[src/fspw_pkg.sv]
`default_nettype none
package fspw_pkg;
   // register byte offsets on the bus
   localparam logic [4:0] ADDR_PTR_UPPER = 5'h00;
   localparam logic [4:0] ADDR_PTR_HIGH = 5'h04;
   localparam logic [4:0] ADDR_PTR_LOW = 5'h08;
   localparam logic [4:0] ADDR_LATCH = 5'h0c;
   localparam logic [4:0] ADDR_IRQ_CTRL = 5'h10;
   localparam logic [4:0] ADDR_KEY = 5'h14;
   localparam logic [4:0] ADDR_CTRL = 5'h18;
   localparam logic [4:0] ADDR_STORE = 5'h1c;
   // table store op word: bits 1:0 pointer mode
   localparam logic [1:0] OP_PLAIN = 2'h0;
   localparam logic [1:0] OP_POST_INC = 2'h1;
   localparam logic [1:0] OP_POST_DEC = 2'h2;
   localparam logic [1:0] OP_PRE_INC = 2'h3;
   // control register fields
   localparam int CTRL_WORD_MODE = 5;
   localparam int CTRL_ERASE = 4;
   localparam int CTRL_ERR = 3;
   localparam int CTRL_ENABLE = 2;
   localparam int CTRL_START = 1;
   localparam logic [7:0] CTRL_RW_MASK = 8'h34;
   localparam logic [7:0] KEY_FIRST = 8'h55;
   localparam logic [7:0] KEY_SECOND = 8'haa;
   localparam int HOLD_COUNT = 64;
   localparam int HOLD_IDX_W = 6;
   localparam int PTR_W = 22;
   localparam int PTR_BLOCK_LSB = 10;
   localparam int PTR_BLOCK_MSB = 21;
   localparam logic [7:0] PTR_UPPER_MASK = 8'h3f;
   // programming time
   localparam int PROG_TIME_US = 1000;
   localparam int CLK_MHZ = 10;
   localparam int PROG_CYCLES = PROG_TIME_US * CLK_MHZ;
   localparam logic [1:0] RESP_OKAY = 2'h0;
   localparam logic [1:0] RESP_SLVERR = 2'h2;
   typedef enum logic [1:0] {KEY_IDLE, KEY_ARMED, KEY_OPEN} fspw_key_e;
endpackage
`default_nettype wire

[src/fspw_writer.sv]
`timescale 1ns/1ns
`default_nettype none
module fspw_writer #(
   parameter int PROG_CYCLES = fspw_pkg::PROG_CYCLES
) (
   input wire logic i_clk_sys,
   input wire logic i_rst_n,
   input wire logic [4:0] i_awaddr,
   input wire logic i_awvalid,
   output logic o_awready,
   input wire logic [31:0] i_wdata,
   input wire logic [3:0] i_wstrb,
   input wire logic i_wvalid,
   output logic o_wready,
   output logic [1:0] o_bresp,
   output logic o_bvalid,
   input wire logic i_bready,
   input wire logic [4:0] i_araddr,
   input wire logic i_arvalid,
   output logic o_arready,
   output logic [31:0] o_rdata,
   output logic [1:0] o_rresp,
   output logic o_rvalid,
   input wire logic i_rready,
   output logic o_cpu_stall,
   output logic o_flash_prog,
   output logic o_flash_word_mode,
   output logic [11:0] o_flash_block,
   output logic [5:0] o_flash_offset,
   output logic [511:0] o_flash_data
);
   logic [7:0] hold_reg [fspw_pkg::HOLD_COUNT];
   logic [fspw_pkg::PTR_W-1:0] table_pointer;
   logic [7:0] table_latch;
   logic [7:0] irq_ctrl;
   logic single_word_mode_bit;
   logic erase_bit;
   logic program_enable_bit;
   logic program_error_flag;
   logic busy;
   logic [31:0] prog_cnt;
   fspw_pkg::fspw_key_e key_state;
   logic aw_held, w_held;
   logic [4:0] aw_addr;
   logic [31:0] w_data;
   logic [3:0] w_strb;
   logic wr_fire;
   logic [7:0] wr_byte;
   logic store_fire;
   logic [fspw_pkg::PTR_W-1:0] next_ptr;
   logic [fspw_pkg::PTR_W-1:0] store_ptr;
   logic start_req;
   logic prog_done;

   // write channel: both halves may arrive in either order
   assign o_awready = !aw_held && !o_bvalid;
   assign o_wready = !w_held && !o_bvalid;

   always_ff @(posedge i_clk_sys or negedge i_rst_n)
   begin
      if (!i_rst_n)
      begin
         aw_held <= 1'b0;
         w_held <= 1'b0;
         aw_addr <= '0;
         w_data <= '0;
         w_strb <= '0;
      end
      else if (wr_fire)
      begin
         aw_held <= 1'b0;
         w_held <= 1'b0;
      end
      else
      begin
         if (i_awvalid && o_awready)
         begin
            aw_held <= 1'b1;
            aw_addr <= i_awaddr;
         end
         if (i_wvalid && o_wready)
         begin
            w_held <= 1'b1;
            w_data <= i_wdata;
            w_strb <= i_wstrb;
         end
      end
   end

   // writes land while the cpu stalls would be impossible; hold them off
   assign wr_fire = aw_held && w_held && !busy;
   assign wr_byte = w_strb[0] ? w_data[7:0] : 8'h00;

   always_ff @(posedge i_clk_sys or negedge i_rst_n)
   begin
      if (!i_rst_n)
      begin
         o_bvalid <= 1'b0;
         o_bresp <= fspw_pkg::RESP_OKAY;
      end
      else if (wr_fire)
      begin
         o_bvalid <= 1'b1;
         o_bresp <= (aw_addr > fspw_pkg::ADDR_STORE || aw_addr[1:0] != 2'h0) ?
                    fspw_pkg::RESP_SLVERR : fspw_pkg::RESP_OKAY;
      end
      else if (i_bready)
      begin
         o_bvalid <= 1'b0;
      end
   end

   // table store op
   assign store_fire = wr_fire && aw_addr == fspw_pkg::ADDR_STORE && w_strb[0];

   always_comb
   begin
      next_ptr = table_pointer;
      store_ptr = table_pointer;
      unique case (w_data[1:0])
         fspw_pkg::OP_PLAIN: next_ptr = table_pointer;
         fspw_pkg::OP_POST_INC: next_ptr = table_pointer + 22'h1;
         fspw_pkg::OP_POST_DEC: next_ptr = table_pointer - 22'h1;
         fspw_pkg::OP_PRE_INC:
         begin
            next_ptr = table_pointer + 22'h1;
            store_ptr = next_ptr;
         end
      endcase
      // pointer steps touch only the low 21 bits
      next_ptr[fspw_pkg::PTR_W-1] = table_pointer[fspw_pkg::PTR_W-1];
   end

   always_ff @(posedge i_clk_sys or negedge i_rst_n)
   begin
      if (!i_rst_n)
      begin
         table_pointer <= '0;
      end
      else if (store_fire)
      begin
         table_pointer <= next_ptr;
      end
      else if (wr_fire)
      begin
         unique case (aw_addr)
            fspw_pkg::ADDR_PTR_UPPER: table_pointer[21:16] <= wr_byte[5:0];
            fspw_pkg::ADDR_PTR_HIGH: table_pointer[15:8] <= wr_byte;
            fspw_pkg::ADDR_PTR_LOW: table_pointer[7:0] <= wr_byte;
            default: table_pointer <= table_pointer;
         endcase
      end
   end

   always_ff @(posedge i_clk_sys or negedge i_rst_n)
   begin
      if (!i_rst_n)
      begin
         table_latch <= '0;
         irq_ctrl <= '0;
      end
      else if (wr_fire && aw_addr == fspw_pkg::ADDR_LATCH)
      begin
         table_latch <= wr_byte;
      end
      else if (wr_fire && aw_addr == fspw_pkg::ADDR_IRQ_CTRL)
      begin
         irq_ctrl <= wr_byte;
      end
   end

   // holding registers are never cleared by programming; only reset clears them
   generate
      for (genvar g = 0; g < fspw_pkg::HOLD_COUNT; g++)
      begin : g_hold
         always_ff @(posedge i_clk_sys or negedge i_rst_n)
         begin
            if (!i_rst_n)
            begin
               hold_reg[g] <= '0;
            end
            else if (store_fire && store_ptr[fspw_pkg::HOLD_IDX_W-1:0] == 6'(g))
            begin
               hold_reg[g] <= table_latch;
            end
         end
         assign o_flash_data[g*8 +: 8] = hold_reg[g];
      end
   endgenerate

   // unlock: 55h then aah with no other write in between
   always_ff @(posedge i_clk_sys or negedge i_rst_n)
   begin
      if (!i_rst_n)
      begin
         key_state <= fspw_pkg::KEY_IDLE;
      end
      else if (wr_fire)
      begin
         if (aw_addr == fspw_pkg::ADDR_KEY && wr_byte == fspw_pkg::KEY_FIRST)
         begin
            key_state <= fspw_pkg::KEY_ARMED;
         end
         else if (aw_addr == fspw_pkg::ADDR_KEY && wr_byte == fspw_pkg::KEY_SECOND &&
                  key_state == fspw_pkg::KEY_ARMED)
         begin
            key_state <= fspw_pkg::KEY_OPEN;
         end
         else
         begin
            key_state <= fspw_pkg::KEY_IDLE;
         end
      end
   end

   assign start_req = wr_fire && aw_addr == fspw_pkg::ADDR_CTRL && wr_byte[fspw_pkg::CTRL_START] &&
                      key_state == fspw_pkg::KEY_OPEN &&
                      wr_byte[fspw_pkg::CTRL_ENABLE] && program_enable_bit;
   assign prog_done = busy && prog_cnt == PROG_CYCLES - 1;

   // long write: self-timed, start bit set-only and cleared at completion
   always_ff @(posedge i_clk_sys or negedge i_rst_n)
   begin
      if (!i_rst_n)
      begin
         busy <= 1'b0;
         prog_cnt <= '0;
      end
      else if (start_req)
      begin
         busy <= 1'b1;
         prog_cnt <= '0;
      end
      else if (prog_done)
      begin
         busy <= 1'b0;
         prog_cnt <= '0;
      end
      else if (busy)
      begin
         prog_cnt <= prog_cnt + 32'h1;
      end
   end

   always_ff @(posedge i_clk_sys or negedge i_rst_n)
   begin
      if (!i_rst_n)
      begin
         single_word_mode_bit <= 1'b0;
         erase_bit <= 1'b0;
         program_enable_bit <= 1'b0;
      end
      else if (wr_fire && aw_addr == fspw_pkg::ADDR_CTRL)
      begin
         single_word_mode_bit <= wr_byte[fspw_pkg::CTRL_WORD_MODE];
         erase_bit <= wr_byte[fspw_pkg::CTRL_ERASE];
         program_enable_bit <= wr_byte[fspw_pkg::CTRL_ENABLE];
      end
   end

   // error flag has no reset: a write cut short by any reset leaves it set
   always_ff @(posedge i_clk_sys)
   begin
      if (start_req)
      begin
         program_error_flag <= 1'b1;
      end
      else if (prog_done)
      begin
         program_error_flag <= 1'b0;
      end
      else if (wr_fire && aw_addr == fspw_pkg::ADDR_CTRL)
      begin
         program_error_flag <= wr_byte[fspw_pkg::CTRL_ERR];
      end
   end

   // flash side
   always_ff @(posedge i_clk_sys or negedge i_rst_n)
   begin
      if (!i_rst_n)
      begin
         o_flash_prog <= 1'b0;
         o_flash_word_mode <= 1'b0;
         o_flash_block <= '0;
         o_flash_offset <= '0;
      end
      else if (start_req)
      begin
         o_flash_prog <= !erase_bit;
         o_flash_word_mode <= single_word_mode_bit;
         o_flash_block <= table_pointer[fspw_pkg::PTR_BLOCK_MSB:fspw_pkg::PTR_BLOCK_LSB];
         o_flash_offset <= single_word_mode_bit ? {table_pointer[5:1], 1'b0} : 6'h00;
      end
      else if (prog_done)
      begin
         o_flash_prog <= 1'b0;
      end
   end

   assign o_cpu_stall = busy;

   // read channel
   assign o_arready = !o_rvalid;

   always_ff @(posedge i_clk_sys or negedge i_rst_n)
   begin
      if (!i_rst_n)
      begin
         o_rvalid <= 1'b0;
         o_rdata <= '0;
         o_rresp <= fspw_pkg::RESP_OKAY;
      end
      else if (i_arvalid && o_arready)
      begin
         o_rvalid <= 1'b1;
         o_rresp <= fspw_pkg::RESP_OKAY;
         o_rdata <= '0;
         unique case (i_araddr)
            fspw_pkg::ADDR_PTR_UPPER: o_rdata[7:0] <= {2'h0, table_pointer[21:16]};
            fspw_pkg::ADDR_PTR_HIGH: o_rdata[7:0] <= table_pointer[15:8];
            fspw_pkg::ADDR_PTR_LOW: o_rdata[7:0] <= table_pointer[7:0];
            fspw_pkg::ADDR_LATCH: o_rdata[7:0] <= table_latch;
            fspw_pkg::ADDR_IRQ_CTRL: o_rdata[7:0] <= irq_ctrl;
            fspw_pkg::ADDR_KEY: o_rdata[7:0] <= 8'h00;
            fspw_pkg::ADDR_CTRL: o_rdata[7:0] <= {2'h0, single_word_mode_bit, erase_bit,
                                                   program_error_flag, program_enable_bit, busy, 1'b0};
            fspw_pkg::ADDR_STORE: o_rdata[7:0] <= 8'h00;
            default: o_rresp <= fspw_pkg::RESP_SLVERR;
         endcase
      end
      else if (i_rready)
      begin
         o_rvalid <= 1'b0;
      end
   end
endmodule // fspw_writer
`default_nettype wire

[config.mk]
export PLATFORM = sky130hd
export DESIGN_NAME = fspw_writer
export DESIGN_NICKNAME = d
export VERILOG_FILES = /design/src/fspw_pkg.sv /design/src/fspw_writer.sv
export SDC_FILE = /design/constraint.sdc
export NUM_CORES = 1
export LEC_CHECK = 0
export BUFFER_PORTS_ARGS = -buffer_cell sky130_fd_sc_hd__clkbuf_2
export CAP_MARGIN = 5
export CELL_PAD_IN_SITES_DETAIL_PLACEMENT = 1
export CELL_PAD_IN_SITES_GLOBAL_PLACEMENT = 1
export CORE_MARGIN = 2
export CORE_UTILIZATION = 43
export DETAILED_ROUTE_END_ITERATION = 7
export GPL_ROUTABILITY_DRIVEN = 1
export HOLD_SLACK_MARGIN = 0.02
export PLACE_DENSITY = 0.76
export SYNTH_ARGS = -nofsm -noshare
export SYNTH_HDL_FRONTEND = slang
export SYNTH_SLANG_ARGS = --single-unit
export TNS_END_PERCENT = 100
[constraint.sdc]
create_clock -name i_clk_sys -period 2.9 [get_ports i_clk_sys]
set_input_delay 0.435 -clock i_clk_sys [delete_from_list [all_inputs] [get_ports i_clk_sys]]
set_output_delay 0.435 -clock i_clk_sys [all_outputs]
set_load 0.1 [all_outputs]
# After elaboration in Yosys (flattened, before gate mapping)
# Index checks and enable logic that the tools add are counted.
word_totals:
  rom_bits: 0
  mem_count: 0
  inputBits: 53
  mem_bits_rw: 0
  wordCells: 330
  latchBits: 0
  regBits: 639
op_classes:
  bitwise: 3
  shift: 0
  mul: 0
  n_addsub: 3
  order_cmp: 1
  n_mux: 30
  reduce_logical: 116
  n_div: 0
  n_eq_ne: 86
ops:
  columns: ["op", "count"]
  rows:
  - ["6-bit == test, second input constant", 32]
  - ["6-bit by 5-bit == test with 1-bit output, second input constant", 16]
  - ["32-bit two-way mux", 3]
  - ["1-bit logical AND", 84]
  - ["21-bit one-hot mux with 3 select lines", 1]
  - ["6-bit by 4-bit == test with 1-bit output, second input constant", 8]
  - ["8-bit one-hot mux with 6 select lines", 1]
  - ["21-bit two-way mux", 2]
  - ["5-bit == test, second input constant", 8]
  - ["32-bit by 1-bit adder with 32-bit output, second input constant", 1]
  - ["32-bit by 14-bit == test with 1-bit output, second input constant", 1]
  - ["6-bit by 3-bit == test with 1-bit output, second input constant", 4]
  - ["8-bit two-way mux", 3]
  - ["2-bit nonzero test", 11]
  - ["21-bit by 1-bit adder with 21-bit output, second input constant", 1]
  - ["21-bit by 1-bit subtractor with 21-bit output, second input constant", 1]
  - ["5-bit by 4-bit == test with 1-bit output, second input constant", 4]
  - ["1-bit two-way mux", 13]
  - ["6-bit by 2-bit == test with 1-bit output, second input constant", 2]
  - ["6-bit two-way mux", 2]
  - ["3-bit AND reduction", 4]
  - ["5-bit by 3-bit == test with 1-bit output, second input constant", 2]
  - ["5-bit zero test", 2]
  - ["8-bit by 7-bit == test with 1-bit output, second input constant", 1]
  - ["17 further kinds", 32]

# Depth between registers and ports, before layout
logic_depth:
  word_depth: 8
  ltp_mapped: 9
  ltp_nobuf: 8

# Least setup slack after synthesis
# OpenSTA, ideal clock, no wires.
synth_timing:
  path_type: "register to register"
  from: "register o_bvalid"
  to: "register w_data[0]"
  t_arrival_ns: 3.134
  setup_slack_ns: -0.359
  period_less_slack_ns: 3.259
  n_path_buf: 1
  setup_ns: 0.125
  stages_incl_launch_ff: 5
  cell_sequence: "dfrtp_1 nor2_1 and2_1 clkbuf_1 mux2_2"
synth_via:
  elab_chain_len: 4
synth_lines:
  columns: ["element", "line", "rtl"]
  rows:
  - ["start: declaration", "fspw_writer.sv:16", "output logic o_bvalid,"]
  - ["start signal: assignment", "fspw_writer.sv:98", "o_bvalid <= 1'b0;"]
  - ["start signal: assignment", "fspw_writer.sv:103", "o_bvalid <= 1'b1;"]
  - ["start signal: assignment", "fspw_writer.sv:109", "o_bvalid <= 1'b0;"]
  - ["1-bit zero test", "fspw_writer.sv:57", "assign o_wready = !w_held && !o_bvalid;"]
  - ["1-bit logical AND", "fspw_writer.sv:57", null]
  - ["net o_wready", "fspw_writer.sv:14", "output logic o_wready,"]
  - ["1-bit logical AND", "fspw_writer.sv:81", "if (i_wvalid && o_wready)"]
  - ["2-bit AND reduction (no line)", null, null]
  - ["end signal: assignment", "fspw_writer.sv:84", "w_data <= i_wdata;"]
  - ["end: declaration", "fspw_writer.sv:45", "logic [31:0] w_data;"]
# The timed path passes the listed nets, and every way through them passes these cells.
# A chain may end at the register's enable or synchronous reset.

# Worst setup path in the final report
layout_timing:
  from: "register aw_addr[1]"
  to: "register hold_reg, in the netlist o_flash_data[379]"
layout_via:
  elab_chain_len: 4
layout_lines:
  columns: ["element", "line", "rtl"]
  rows:
  - ["start: declaration", "fspw_writer.sv:44", "logic [4:0] aw_addr;"]
  - ["start signal: assignment", "fspw_writer.sv:79", "aw_addr <= i_awaddr;"]
  - ["5-bit == test", "fspw_writer.sv:114", "assign store_fire = wr_fire && aw_addr == fspw_pkg::ADDR_STORE && w_strb[0];"]
  - ["1-bit logical AND (2 in series)", "fspw_writer.sv:114", null]
  - ["1-bit logical AND", "fspw_writer.sv:182", "else if (store_fire && store_ptr[fspw_pkg::HOLD_IDX_W-1:0] == 6'(g))"]
  - ["end signal: indexed assignment", "fspw_writer.sv:184", "hold_reg[g] <= table_latch;"]
  - ["end: declaration", "fspw_writer.sv:32", "logic [7:0] hold_reg [fspw_pkg::HOLD_COUNT];"]
# No other way between the ends.

==> out/qor.yml <==
synth:
  synth_cell_types: 73
  synth_area_leaders: "dfrtp_1, mux2_2, mux2_1"
  synth_ff_type: "dfrtp_1"
  ys_seq_area_share_pct: 59.8
  synth_top_area_share_pct: 59.8
  syn_inst: 2000
  synth_seq_cells: 636
  syn_area_um2: 26600
  yosysTopAreaCell: "dfrtp_1"
  synth_edf_count: 0
  async_flop_share_pct: 99.8
  synth_most_common_cell: "dfrtp_1"
  netlist_top_cells_count: "dfrtp_1, mux2_2, nand2_1"
  synthesis.area_per_instance_um2: 13.3
  ys_warn_count: 0
worst_setup_path:
  cp_num_cells: 7
  arrival_ns: 3.30
  crit_path_top_delay_cell: "a21oi_4"
  r2r_cells: 7
  critPathRequiredTime_ns: 3.39
  slowest_delay_ns: 0.47
  cp-end-kind: "flip-flop"
  crit_fanout: 8
  cp_num_buf_inv: 1
  startpoint_type: "flip-flop"
  path_cells: "and4bb_2, nand4_2, a21oi_4, nor2b_2, buf_4, nand2_2, mux2_2"
  critPathKind: "flip-flop to flip-flop"
  crit_family: "simple AND/OR/NAND/NOR gates"
sta:
  fin_crit_ns: 2.81
  finalSetupViolCount: 0
  hold_viol: 0
  finalCritPeriodShare_pct: 96.8
  rsz0062_at_grt: "yes"
  tightest_slew_ns: 1.16
  drv_slew: 0
  max_slew_margin_pct: 22.8
  fmaxAchievable_ghz: 0.356
  fin_skew_ns: 0.0286
  holdWs_ns: 0.0700
cells_and_area:
  fin_cells: 3452
  drive_above_1_share_pct: 49.0
  fillCellCount: 6311
  synthToLayoutAreaGrowth_pct: 24.9
  fin_nets: 2671
  postLayoutCellArea_um2: 33200
power_and_ir_drop:
  powerDensity_nw_per_um2: 729
  leakage_uw: 0.0176
  vdd_drop_max_mv: 0.460
route:
  drcViolationCount: 0
  wl_per_cell_um: 27.2
  postRouteAntennaNets: 0
  vias: 19490
  avgViaCountPerCell: 5.65
  first_iter_violations: 1120
  firstDrtPassIters: 5
  routed_wl_mm: 93.7
place:
  hpwl_mm: 64.7
  numPortBuffers: 572
  gp_congestion: 0.882
  place_area_um2: 30700
  place_inst: 3326
run_status:
  status: "complete, no violations"
floorplanning:
  io_pins: 627
  die_h_um: 253
  rows: 91
  start_util_pct: 43.3
  die_area_um2: 63800
  core_region_area_um2: 61400
  die_w_um: 253
clock_tree:
  clock-root-buffer: "clkbuf_16"
  cts.path.max_buffers: 3
  cts_buffers: 69
  cts_tree: "done"
  clkSlewWorstSetupHoldPaths_ns: 0.05
  cts_sinks: 636
  htree_num_levels: 3
  clk_latency_ns: 0.63
global_route:
  grt_overflow: 0
  grt_pass1_wl_mm: 139
  grt_max_degree: 81
  antenna_found_initial: 1
  grtUsageTotal_pct: 29.2
  first_global_vias: 21179
worst_hold_path:
  hp-class: "input port to flip-flop"
  holdPathStages: 2
run:
  drv_cap: 0
layout by cell type, fill, tap and decap left out, types with 44 or more instances in the layout:
cell and count:
clkbuf_2 571, clkbuf_16 69, dfrtp_1 627, nand3_1 44, mux2_1 68, nand2_1 157
nor2_1 56, buf_4 82, o21ai_0 53, mux2_2 460
cell families (layout without fill, tap and decap cells):
family,after synthesis,in the layout,share of synthesized area (%)
other,1,28,0.0141
muxes,546,546,23.0
adders and majority gates,3,3,0.141
and+or+nand+nor,431,431,8.50
AOI/OAI and AO/OA,204,204,5.13
buffers and inverters,166,801,2.91
DFF,636,636,59.8
xor gates and xnor gates,13,13,0.428
layout make-up:
cell class                      instances  area [um2]  share of cell area [%]
Antenna cell                            1        2.50                 0.00753
Clock buffer                           94        1920                    5.78
Clock inverter                         23         464                    1.40
Inverter                               11        41.3                   0.124
Multi-Input combinational cell       1224       10100                    30.3
Sequential cell                       636       15900                    47.9
Tap cell                              790         988                    2.98
Timing Repair Buffer                  673        3800                    11.4
per-layer routing:
metal  vias up  global-route usage (%)  share of wire (%)
met5         -                       0                  0
met4         0                    14.2                5.2
met3       223                    7.87                7.5
met2       730                    48.5                 48
met1     10247                    35.0                 39
li1       8290                       -                  -
what timing repair did:
action / in CTS / in global routing
gates resized for setup: 1 / 18
gates cloned: 0 / 0
setup buffers: 0 / 1
pin swaps: 0 / 2
hold buffers: 7 / 0
hold endpoints to repair: 63 / 0
setup endpoints to repair: 32 / 216
worst register-to-register path: cells and delay by family, from the launching register on:
family          cells  cell delay, ns
buf+inv             1            0.21
simple gates        4            1.21
mux                 1            0.37
flops               1            0.42
compound gates      1            0.47
state kept, by name (all words and copies together), names as in the netlist, 2 cells and up:
signal / cells
o_flash_data: 512
prog_cnt: 32
table_pointer: 22
o_flash_block: 12
irq_ctrl: 8
o_rdata: 8
table_latch: 8
w_data: 8
aw_addr: 5
o_flash_offset: 5
key_state: 2
through the flow:
stage	setup TNS, ns	power, uW	utilization, %	setup slack [ns]
2_1_floorplan	0	12600	-	0.130
3_3_place_gp	-3.24	14900	50.0	-0.134
3_5_place_dp	-3.42	15000	50.0	-0.161
4_1_cts	0	24400	54.0	0.00780
5_1_grt	-0.124	25200	54.1	-0.0222
6_report	0	24200	54.1	0.0920
report_power, final:
part	switching, uW	internal (uW)	total (uW)
clock network	3830	5510	9340
registers	1300	9230	10500
logic	3170	1190	4360
final timing paths:
path,endpoint,start,slack [ns]
setup / recovery,o_flash_data[379]$_DFFE_PN0P_,aw_addr[1]$_DFFE_PN0P_,0.09
hold / removal,aw_addr[1]$_DFFE_PN0P_,i_awaddr[1],0.07
setup reg to reg,o_flash_data[379]$_DFFE_PN0P_,aw_addr[1]$_DFFE_PN0P_,0.09
hold reg to reg,o_flash_block[3]$_DFFE_PN0P_,o_flash_block[3]$_DFFE_PN0P_,0.48
max in group asynchronous,o_flash_data[359]$_DFFE_PN0P_,i_rst_n,1.45
min in group asynchronous,w_data[4]$_DFFE_PN0P_,i_rst_n,0.45
Note: power is estimated with default switching activity, not from simulation.
